$ cat config.mk
export PLATFORM = sky130hd
export DESIGN_NAME = psg_sync_gen
export DESIGN_NICKNAME = d
export VERILOG_FILES = /design/src/verilog/psg_pkg.sv /design/src/verilog/psg_period_calc.sv /design/src/verilog/psg_sync_gen.sv
export SDC_FILE = /design/constraint.sdc
export NUM_CORES = 2
export LEC_CHECK = 0
export ABC_AREA = 1
export BUFFER_PORTS_ARGS = -buffer_cell sky130_fd_sc_hd__buf_2
export CAP_MARGIN = 10
export CORE_MARGIN = 5
export CORE_UTILIZATION = 60
export DETAILED_ROUTE_END_ITERATION = 7
export PLACE_DENSITY = 0.86
export SLEW_MARGIN = 40
export SYNTH_ARGS = -nofsm -noshare
export SYNTH_HDL_FRONTEND = slang
export SYNTH_HIERARCHICAL = 1
export SYNTH_SLANG_ARGS = --single-unit
$ cat constraint.sdc
create_clock -name clk_sys -period 22.6 [get_ports clk_sys]
set_input_delay 3.39 -clock clk_sys [delete_from_list [all_inputs] [get_ports clk_sys]]
set_output_delay 3.39 -clock clk_sys [all_outputs]
set_load 0.01 [all_outputs]
$ cat src/verilog/psg_pkg.sv
// constants and field layout for the pattern sync pulse generator
// ****************************************************************
// Notes on behaviour
// - repeat mode outputs pattern continuously
// - burst mode transmits pattern as bursts
// - burst only for prbs, zero-run, user, mixed-data
// - repeat: pulse high width bits per period
// - width must be multiple of eight
// - pulse start delayed by programmed bit count
// - delay must be multiple of eight
// - single channel: 128 to lcm minus 128
// - single channel limit capped at 34359738240
// - merged: 256 to lcm minus 256, step 16
// - merged limit capped at 68719476480
// - mixed: 128 to product minus 128, capped
// - mixed merged: 256 to product minus 256
// - single: extend short length to 512 or more
// - merged: extend short length to 1024 or more
// - settings shared by both data outputs
// - length taken from first data output
// - burst: gating output carries burst trigger
// ****************************************************************
package psg_pkg;
    localparam int CW = 40;
    // ************************************************************
    // register offsets (byte addresses)
    // ************************************************************
    localparam logic [7:0] OFF_CTRL = 8'h00;
    localparam logic [7:0] OFF_PLEN = 8'h04;
    localparam logic [7:0] OFF_ROW_LEN = 8'h08;
    localparam logic [7:0] OFF_ROW_CNT = 8'h0C;
    localparam logic [7:0] OFF_BLK_CNT = 8'h10;
    localparam logic [7:0] OFF_WIDTH_LO = 8'h14;
    localparam logic [7:0] OFF_WIDTH_HI = 8'h18;
    localparam logic [7:0] OFF_DELAY_LO = 8'h1C;
    localparam logic [7:0] OFF_DELAY_HI = 8'h20;
    localparam logic [7:0] OFF_STATUS = 8'h24;
    localparam logic [7:0] OFF_PERIOD_LO = 8'h28;
    localparam logic [7:0] OFF_PERIOD_HI = 8'h2C;
    // ************************************************************
    // control field positions and pattern type codes
    // ************************************************************
    localparam int CTRL_BURST_BIT = 0;
    localparam int CTRL_MERGE_BIT = 1;
    localparam int CTRL_PAT_LSB = 2;
    localparam logic [2:0] PAT_PRBS = 3'h0;
    localparam logic [2:0] PAT_ZERO_RUN = 3'h1;
    localparam logic [2:0] PAT_USER = 3'h2;
    localparam logic [2:0] PAT_MIX_DATA = 3'h3;
    localparam logic [2:0] PAT_MIX_PRBS = 3'h4;
    localparam logic [2:0] PAT_OTHER = 3'h5;
    // ************************************************************
    // limits, steps and reset values
    // ************************************************************
    localparam logic [CW-1:0] BASE_SINGLE = 40'h00_0000_0080;
    localparam logic [CW-1:0] BASE_MERGED = 40'h00_0000_0100;
    localparam logic [CW-1:0] CAP_SINGLE = 40'h07_FFFF_FF80;
    localparam logic [CW-1:0] CAP_MERGED = 40'h0F_FFFF_FF00;
    localparam logic [CW-1:0] CAP_MIXED = 40'h00_8FFF_FF80;
    localparam logic [CW-1:0] CAP_NONE = 40'hFF_FFFF_FFFF;
    localparam logic [CW-1:0] EXT_SINGLE = 40'h00_0000_0200;
    localparam logic [CW-1:0] EXT_MERGED = 40'h00_0000_0400;
    localparam logic [CW-1:0] STEP_SINGLE = 40'h00_0000_0008;
    localparam logic [CW-1:0] STEP_MERGED = 40'h00_0000_0010;
    localparam logic [3:0] LCM_POW_SINGLE = 4'h7;
    localparam logic [3:0] LCM_POW_MERGED = 4'h8;
    localparam logic [31:0] RST_PLEN = 32'h0000_007F;
    localparam logic [15:0] RST_MIX_DIM = 16'h0001;
    localparam logic [CW-1:0] RST_WIDTH = 40'h00_0000_0080;
    localparam logic [CW-1:0] RST_DELAY = 40'h00_0000_0080;
    localparam logic [4:0] RST_CTRL = 5'h00;
endpackage

$ cat src/verilog/psg_period_calc.sv
// extends a short pattern length and forms the pulse period in bits
`timescale 1ns/10ps
module psg_period_calc
(
    input wire logic clk_sys,
    input wire logic nrst,
    input wire logic start,
    input wire logic [31:0] len,
    input wire logic merged,
    output logic [psg_pkg::CW-1:0] period,
    output logic busy
);
    import psg_pkg::*;

    typedef enum logic {PSG_CALC_IDLE, PSG_CALC_EXTEND} psg_calc_state_t;

    psg_calc_state_t state_reg;
    logic [CW-1:0] acc_reg;
    logic [CW-1:0] period_reg;
    logic [CW-1:0] len_w;
    logic [CW-1:0] ext_min;
    logic [3:0] pow;
    logic [3:0] tz;
    logic [CW-1:0] lcm_w;

    // zero length would never reach the minimum, so count it as one bit
    assign len_w = (len == 32'h0000_0000) ? 40'h00_0000_0001 : {8'h00, len};
    assign ext_min = merged ? EXT_MERGED : EXT_SINGLE;
    assign pow = merged ? LCM_POW_MERGED : LCM_POW_SINGLE;

    // trailing zeros, clipped at the power: gcd with a power of two
    always_comb
    begin
        tz = pow;
        for (int i = 7; i >= 0; i--)
        begin
            if (acc_reg[i] && (4'(i) < tz))
            begin
                tz = 4'(i);
            end
        end
    end

    // lcm(L, 2^pow) = L << (pow - min(tz, pow))
    assign lcm_w = acc_reg << (pow - tz);

    always_ff @(posedge clk_sys or negedge nrst)
    begin
        if (!nrst)
        begin
            state_reg <= PSG_CALC_IDLE;
            acc_reg <= 40'h00_0000_0000;
            period_reg <= 40'h00_0000_0000;
        end
        else
        begin
            case (state_reg)
                PSG_CALC_IDLE:
                begin
                    if (start)
                    begin
                        // start from zero: the length register may be written on this same edge
                        acc_reg <= 40'h00_0000_0000;
                        state_reg <= PSG_CALC_EXTEND;
                    end
                end
                PSG_CALC_EXTEND:
                begin
                    // one multiple per cycle; a one-bit length needs 1025 cycles when merged, 513 when not
                    if (start)
                    begin
                        acc_reg <= 40'h00_0000_0000;
                    end
                    else if (acc_reg >= ext_min)
                    begin
                        period_reg <= lcm_w;
                        state_reg <= PSG_CALC_IDLE;
                    end
                    else
                    begin
                        acc_reg <= acc_reg + len_w;
                    end
                end
                default:
                begin
                    state_reg <= PSG_CALC_IDLE;
                end
            endcase
        end
    end

    assign period = period_reg;
    assign busy = (state_reg == PSG_CALC_EXTEND);
endmodule // psg_period_calc

$ cat src/verilog/psg_sync_gen.sv
// pattern sync pulse generator top with apb register slave
`timescale 1ns/10ps
module psg_sync_gen
(
    input wire logic clk_sys,
    input wire logic nrst,
    input wire logic psel,
    input wire logic penable,
    input wire logic pwrite,
    input wire logic [7:0] paddr,
    input wire logic [31:0] pwdata,
    output logic [31:0] prdata,
    output logic pready,
    output logic pslverr,
    input wire logic burst_trig_in,
    output logic gate_out,
    output logic pat_repeat,
    output logic pat_burst,
    output logic pat_start
);
    import psg_pkg::*;

    // ************************************************************
    // state
    // ************************************************************
    // one set of settings serves both data outputs
    logic [4:0] ctrl_reg;
    logic [31:0] plen_reg;
    logic [15:0] row_len_reg;
    logic [15:0] row_cnt_reg;
    logic [15:0] blk_cnt_reg;
    logic [CW-1:0] width_reg;
    logic [CW-1:0] delay_reg;
    logic [31:0] wlo_stage_reg;
    logic [31:0] dlo_stage_reg;
    logic err_width_reg;
    logic err_delay_reg;
    logic err_seq_reg;
    logic [CW-1:0] cnt_reg;
    logic gate_reg;
    logic start_reg;
    logic [31:0] prdata_reg;
    logic restart_reg;

    // ************************************************************
    // bus decode
    // ************************************************************
    logic acc_w;
    logic wr_w;
    logic setup_w;
    logic hit_w;
    logic wr_ctrl;
    logic wr_plen;
    logic wr_row_len;
    logic wr_row_cnt;
    logic wr_blk_cnt;
    logic wr_width_lo;
    logic wr_width_hi;
    logic wr_delay_lo;
    logic wr_delay_hi;
    logic wr_status;

    assign acc_w = psel && penable;
    assign wr_w = acc_w && pwrite;
    assign setup_w = psel && !penable;
    assign hit_w = (paddr[1:0] == 2'h0) && (paddr <= OFF_PERIOD_HI);
    assign wr_ctrl = wr_w && (paddr == OFF_CTRL);
    assign wr_plen = wr_w && (paddr == OFF_PLEN);
    assign wr_row_len = wr_w && (paddr == OFF_ROW_LEN);
    assign wr_row_cnt = wr_w && (paddr == OFF_ROW_CNT);
    assign wr_blk_cnt = wr_w && (paddr == OFF_BLK_CNT);
    assign wr_width_lo = wr_w && (paddr == OFF_WIDTH_LO);
    assign wr_width_hi = wr_w && (paddr == OFF_WIDTH_HI);
    assign wr_delay_lo = wr_w && (paddr == OFF_DELAY_LO);
    assign wr_delay_hi = wr_w && (paddr == OFF_DELAY_HI);
    assign wr_status = wr_w && (paddr == OFF_STATUS);

    // zero wait states: every access completes in its first access cycle
    assign pready = acc_w;
    assign pslverr = acc_w && !hit_w;

    // ************************************************************
    // mode decode
    // ************************************************************
    logic burst_w;
    logic merged_w;
    logic [2:0] pat_w;
    logic [2:0] pat_new;
    logic mixed_w;
    logic burst_ok_new;
    logic ctrl_ok;

    assign burst_w = ctrl_reg[CTRL_BURST_BIT];
    assign merged_w = ctrl_reg[CTRL_MERGE_BIT];
    assign pat_w = ctrl_reg[CTRL_PAT_LSB +: 3];
    assign mixed_w = (pat_w == PAT_MIX_DATA) || (pat_w == PAT_MIX_PRBS);
    assign pat_new = pwdata[CTRL_PAT_LSB +: 3];
    assign burst_ok_new = (pat_new == PAT_PRBS) || (pat_new == PAT_ZERO_RUN) ||
                          (pat_new == PAT_USER) || (pat_new == PAT_MIX_DATA);
    // burst with any other pattern type is refused whole
    assign ctrl_ok = !pwdata[CTRL_BURST_BIT] || burst_ok_new;

    // ************************************************************
    // period and limits
    // ************************************************************
    logic calc_start;
    logic calc_busy;
    logic [CW-1:0] calc_period;
    logic [47:0] mix_prod;
    logic [CW-1:0] mix_period;
    logic [CW-1:0] period_w;
    logic [CW-1:0] base_w;
    logic [CW-1:0] cap_w;
    logic [CW-1:0] step_w;
    logic [CW-1:0] span_w;
    logic [CW-1:0] lim_w;
    logic [CW-1:0] width_new;
    logic [CW-1:0] delay_new;
    logic width_ok;
    logic delay_ok;

    // length always comes from the first data output's setting
    assign calc_start = (wr_ctrl && ctrl_ok) || wr_plen;

    psg_period_calc u_calc
    (
        .clk_sys(clk_sys),
        .nrst(nrst),
        .start(calc_start),
        .len(plen_reg),
        .merged(merged_w),
        .period(calc_period),
        .busy(calc_busy)
    );

    assign mix_prod = 48'(row_len_reg) * 48'(row_cnt_reg) * 48'(blk_cnt_reg);
    // a product beyond the counter width saturates; the cap limits it only when not merged
    assign mix_period = (mix_prod[47:CW] != 8'h00) ? CAP_NONE : mix_prod[CW-1:0];
    assign period_w = mixed_w ? mix_period : calc_period;
    assign base_w = merged_w ? BASE_MERGED : BASE_SINGLE;
    assign step_w = merged_w ? STEP_MERGED : STEP_SINGLE;
    assign cap_w = mixed_w ? (merged_w ? CAP_NONE : CAP_MIXED) :
                   (merged_w ? CAP_MERGED : CAP_SINGLE);
    assign span_w = (period_w > base_w) ? (period_w - base_w) : 40'h00_0000_0000;
    assign lim_w = (span_w < cap_w) ? span_w : cap_w;

    assign width_new = {pwdata[7:0], wlo_stage_reg};
    assign delay_new = {pwdata[7:0], dlo_stage_reg};
    // step of 8 or 16 also enforces the multiple of eight
    assign width_ok = (width_new >= base_w) && (width_new <= lim_w) &&
                      ((width_new & (step_w - 40'h00_0000_0001)) == 40'h00_0000_0000);
    assign delay_ok = (delay_new >= base_w) && (delay_new <= lim_w) &&
                      ((delay_new & (step_w - 40'h00_0000_0001)) == 40'h00_0000_0000);

    // ************************************************************
    // registers written by software
    // ************************************************************
    always_ff @(posedge clk_sys or negedge nrst)
    begin
        if (!nrst)
        begin
            ctrl_reg <= RST_CTRL;
            plen_reg <= RST_PLEN;
            row_len_reg <= RST_MIX_DIM;
            row_cnt_reg <= RST_MIX_DIM;
            blk_cnt_reg <= RST_MIX_DIM;
            wlo_stage_reg <= 32'h0000_0000;
            dlo_stage_reg <= 32'h0000_0000;
        end
        else
        begin
            if (wr_ctrl && ctrl_ok)
                ctrl_reg <= pwdata[4:0];
            if (wr_plen)
                plen_reg <= pwdata;
            if (wr_row_len)
                row_len_reg <= pwdata[15:0];
            if (wr_row_cnt)
                row_cnt_reg <= pwdata[15:0];
            if (wr_blk_cnt)
                blk_cnt_reg <= pwdata[15:0];
            if (wr_width_lo)
                wlo_stage_reg <= pwdata;
            if (wr_delay_lo)
                dlo_stage_reg <= pwdata;
        end
    end

    // the value takes effect only on the high half write, and only if legal
    always_ff @(posedge clk_sys or negedge nrst)
    begin
        if (!nrst)
        begin
            width_reg <= RST_WIDTH;
            delay_reg <= RST_DELAY;
        end
        else
        begin
            if (wr_width_hi && width_ok)
                width_reg <= width_new;
            if (wr_delay_hi && delay_ok)
                delay_reg <= delay_new;
        end
    end

    // ************************************************************
    // refusal flags: set wins over the write-one clear
    // ************************************************************
    logic set_ew;
    logic set_ed;
    logic set_es;

    assign set_ew = wr_width_hi && !width_ok;
    assign set_ed = wr_delay_hi && !delay_ok;
    assign set_es = wr_ctrl && !ctrl_ok;

    always_ff @(posedge clk_sys or negedge nrst)
    begin
        if (!nrst)
        begin
            err_width_reg <= 1'b0;
            err_delay_reg <= 1'b0;
            err_seq_reg <= 1'b0;
        end
        else
        begin
            err_width_reg <= set_ew || (err_width_reg && !(wr_status && pwdata[0]));
            err_delay_reg <= set_ed || (err_delay_reg && !(wr_status && pwdata[1]));
            err_seq_reg <= set_es || (err_seq_reg && !(wr_status && pwdata[2]));
        end
    end

    // ************************************************************
    // pattern period counter
    // ************************************************************
    logic cfg_wr;
    logic run_w;
    logic [CW-1:0] cnt_inc;
    logic [CW-1:0] cnt_next;

    assign cfg_wr = wr_ctrl || wr_plen || wr_row_len || wr_row_cnt || wr_blk_cnt ||
                    wr_width_hi || wr_delay_hi;
    // counter holds at zero while the period is being worked out
    assign run_w = !calc_busy && !restart_reg && (period_w != 40'h00_0000_0000);
    assign cnt_inc = cnt_reg + step_w;
    assign cnt_next = !run_w ? 40'h00_0000_0000 :
                      (cnt_inc >= period_w) ? 40'h00_0000_0000 : cnt_inc;

    always_ff @(posedge clk_sys or negedge nrst)
    begin
        if (!nrst)
        begin
            restart_reg <= 1'b1;
            cnt_reg <= 40'h00_0000_0000;
        end
        else
        begin
            restart_reg <= cfg_wr;
            cnt_reg <= cnt_next;
        end
    end

    // ************************************************************
    // pulse window and gating output
    // ************************************************************
    logic [CW:0] end_w;
    logic [CW:0] end_wrap;
    logic wraps_w;
    logic hit_pulse;

    // window [delay, delay+width) taken modulo the period
    assign end_w = {1'b0, delay_reg} + {1'b0, width_reg};
    assign wraps_w = end_w > {1'b0, period_w};
    assign end_wrap = end_w - {1'b0, period_w};
    assign hit_pulse = run_w && (wraps_w ?
                       ((cnt_reg >= delay_reg) || ({1'b0, cnt_reg} < end_wrap)) :
                       ((cnt_reg >= delay_reg) && ({1'b0, cnt_reg} < end_w)));

    always_ff @(posedge clk_sys or negedge nrst)
    begin
        if (!nrst)
        begin
            gate_reg <= 1'b0;
            start_reg <= 1'b0;
        end
        else
        begin
            // burst mode hands the connector to the burst trigger
            gate_reg <= burst_w ? burst_trig_in : hit_pulse;
            start_reg <= run_w && (cnt_reg == 40'h00_0000_0000);
        end
    end

    assign gate_out = gate_reg;
    assign pat_start = start_reg;
    assign pat_repeat = !burst_w;
    assign pat_burst = burst_w;

    // ************************************************************
    // read back, captured in the setup cycle
    // ************************************************************
    logic [31:0] rd_w;

    always_comb
    begin
        case (paddr)
            OFF_CTRL: rd_w = {27'h000_0000, ctrl_reg};
            OFF_PLEN: rd_w = plen_reg;
            OFF_ROW_LEN: rd_w = {16'h0000, row_len_reg};
            OFF_ROW_CNT: rd_w = {16'h0000, row_cnt_reg};
            OFF_BLK_CNT: rd_w = {16'h0000, blk_cnt_reg};
            OFF_WIDTH_LO: rd_w = width_reg[31:0];
            OFF_WIDTH_HI: rd_w = {24'h00_0000, width_reg[CW-1:32]};
            OFF_DELAY_LO: rd_w = delay_reg[31:0];
            OFF_DELAY_HI: rd_w = {24'h00_0000, delay_reg[CW-1:32]};
            OFF_STATUS: rd_w = {27'h000_0000, gate_reg, calc_busy, err_seq_reg, err_delay_reg, err_width_reg};
            OFF_PERIOD_LO: rd_w = period_w[31:0];
            OFF_PERIOD_HI: rd_w = {24'h00_0000, period_w[CW-1:32]};
            default: rd_w = 32'h0000_0000;
        endcase
    end

    always_ff @(posedge clk_sys or negedge nrst)
    begin
        if (!nrst)
            prdata_reg <= 32'h0000_0000;
        else if (setup_w)
            prdata_reg <= rd_w;
    end

    assign prdata = prdata_reg;
endmodule // psg_sync_gen

==> results.md <==
* Critical Path Slowest Stage Cell: dfrtp_1
* Nets@finish at 9,142
* Detailed Route Iter0 Violations at 6,323
* Via density at 5.97
* Synth async-reset ratio at 100%
* Post-synth top area share at 21.4%
* Fin crit share at 92.6%
* CTS root buffer: clkbuf_16
* Share of layout cells above drive strength 1 at 5.55%
* Internal power at 1.42 mW
* Maxcap violations at 0
* Failing checks: design-rule violations
* Clk pwr share at 36.4%
* Net Sw Power at 0.888 mW
* Htree depth at 2
* First-pass GRT wire length at 312 mm
* Fmax at 0.0478 GHz
* Relative slew slack at 38.9%
* Measured slew at the worst slew-check pin at 0.909 ns
* Clk Latency, worst-skew pair at 0.63 ns
* Syn_area_per_cell at 7.21 um^2
* Clock-pin slew on the worst setup and hold paths at 0.07 ns
* Final WL at 202 mm
* Final Slew Violations at 0
* Top cell type by total area after synthesis: fa_1
* Die Height at 320 um
* Peak fanout along the critical path at 24
* Final Hold Fails at 0
* Critical Path AT at 21.42 ns
* Crit path largest cell delay at 0.92 ns
* Hold crit path type: flip-flop to flip-flop
* Final setup vio count at 0
* Hold Buf Count CTS at 0
* Grt ovf at 0
* Initial antenna violation count at 2
* PortBufs at 83
* Drt first pass iters at 8
* Post-DP HPWL at 160 mm
* Synthesis Warnings at 6
* Wirelength per Cell at 21.9 um
* Netlist cell types at 65
* Startpoint Class: flip-flop
* Critical Path End Type: flip-flop
* Synthesized area at 57,800 um^2
* Residual DRC at 4
* Fin util at 63.7%
* Hold slack final at 0.473 ns
* Worst vdd ir at 0.0690 mV
* Status: complete, but fails checks
* Area delta synth->final at 5.13%
* CTS tree: yes
* Unrepaired setup endpoints after global routing: no
* Clock buffer depth at 3
* Rows at 113
* Via Count at 54,893
* Syn Nets at 9,263
* Die ar. at 103,000 um^2
* Core area at 95,300 um^2
* Cells after synthesis at 8,014
* WS Path Type: flip-flop to flip-flop
* Top post-synthesis cells by area: fa_1, dfrtp_1, nand2_1
* I/O pin count at 84
* Number of global-route vias before repair at 54,201
* Top-count cell post-synth: nand2_1
* Sequential area share after synthesis at 16.7%
* DRT antenna net count at 0
* # clock sinks at 385
* Combinational share of power at 32.5%
* # resized after CTS at 0
* Initial core utilization at 60.6%
* Crit path required time at 23.09 ns
* Setup Buffers After CTS at 0
* Post-synth EDFFs at 0
* R2r setup slk at 1.67 ns
* DIE WIDTH at 320 um
* Leak pwr at 34.0 nW
* GRT Overall Usage at 38.8%
* Worst Clk Skew at 0.0541 ns
* Largest net degree at the start of global routing at 100
* Most used DFF post-synth: dfrtp_1
* Num CTS Buffers at 46
* Min Tclk post-route at 20.93 ns
* Seq cells post-synth at 385
* Pwr/cell area at 38.1 nW/um^2
* Sequential share of power at 31.1%
* Synth cell count leaders: nand2_1, inv_1, fa_1
* Routability cong. at 1.05
* Setup TNS Final at 0 ns
* Switching share of power at 38.4%
metal layers:
layer	track usage, %	wire (um)	vias to the layer above
li1	-	-	24616
met1	49.9	75000	25938
met2	59.5	87100	3455
met3	9.11	22700	884
met4	24.2	16700	0
met5	0	0	-
path summary, 6_finish.rpt:
| kind | start | cells past startpoint | to |
|---|---|---|---|
| min in group asynchronous | nrst | 1 | prdata[15] |
| min | prdata[9] | 1 | prdata[9] |
| min reg2reg | prdata[9] | 1 | prdata[9] |
| max in group asynchronous | nrst | 3 | plen_reg[21] |
| max | row_len_reg[9] | 96 | width_reg[36] |
| max reg2reg | row_len_reg[9] | 96 | width_reg[36] |
final cells by class:
cell class | instances | area, um^2
multi-input combinational | 5767 | 41000
fill | 8423 | 34600
sequential | 385 | 9660
inverter | 1547 | 5810
tap | 1265 | 1580
clock buffer | 54 | 1230
timing repair buffer | 146 | 958
clock inverter | 32 | 465
antenna | 2 | 5.00
critical path, delay by kind of cell, from the launching register on:
kind	cells	cell delay [ns]
AOI/OAI and AO/OA	14	2.90
adders and majority gates	18	7.78
buffers and inverters	20	2.37
DFF	1	0.92
and+or+nand+nor	44	6.80
through the flow:
step	setup WS (ns)	cells	cell area, um^2	power [mW]
final	1.67	9198	60700	2.31
after detailed placement	2.23	9109	59000	1.45
after global routing	0.108	9196	60700	2.42
after floorplan	5.25	8014	57800	1.24
after global placement	2.58	9108	58900	1.44
after CTS	2.13	9195	60700	2.29
logic make-up (layout without fill, tap and decap cells):
logic type               after synthesis  count (layout)  synth area share, %
AND/OR/NAND/NOR                     3549            3549                 25.8
buffers and inverters               1862            1779                 12.4
adder cells (fa/ha/maj)             1203            1203                 34.1
AO/OA/AOI/OAI                        828             828                 8.11
flip-flops                           385             385                 16.7
XOR/XNOR                             169             169                 2.58
multiplexers                          18              18                0.312
other                                  0               2                    0
power groups by stage:
stage / clock (mW) / sequential (mW) / combinational, mW
after floorplan: 0 / 0.718 / 0.522
after global placement: 0 / 0.730 / 0.712
after detailed placement: 0 / 0.730 / 0.724
after CTS: 0.843 / 0.718 / 0.727
after global routing: 0.870 / 0.719 / 0.833
final: 0.842 / 0.719 / 0.751
placed cells by master (no fill, tap or decap), drive strengths merged, types with 146 or more instances in the layout:
cell type	synthesis	final
fa	618	618
a21oi	316	316
dfrtp	372	372
nand3	369	369
inv	1533	1542
buf	68	146
nand2	2322	2322
ha	585	585
nor2	529	529
o21ai	325	325
(Power assumes the default switching activity.)
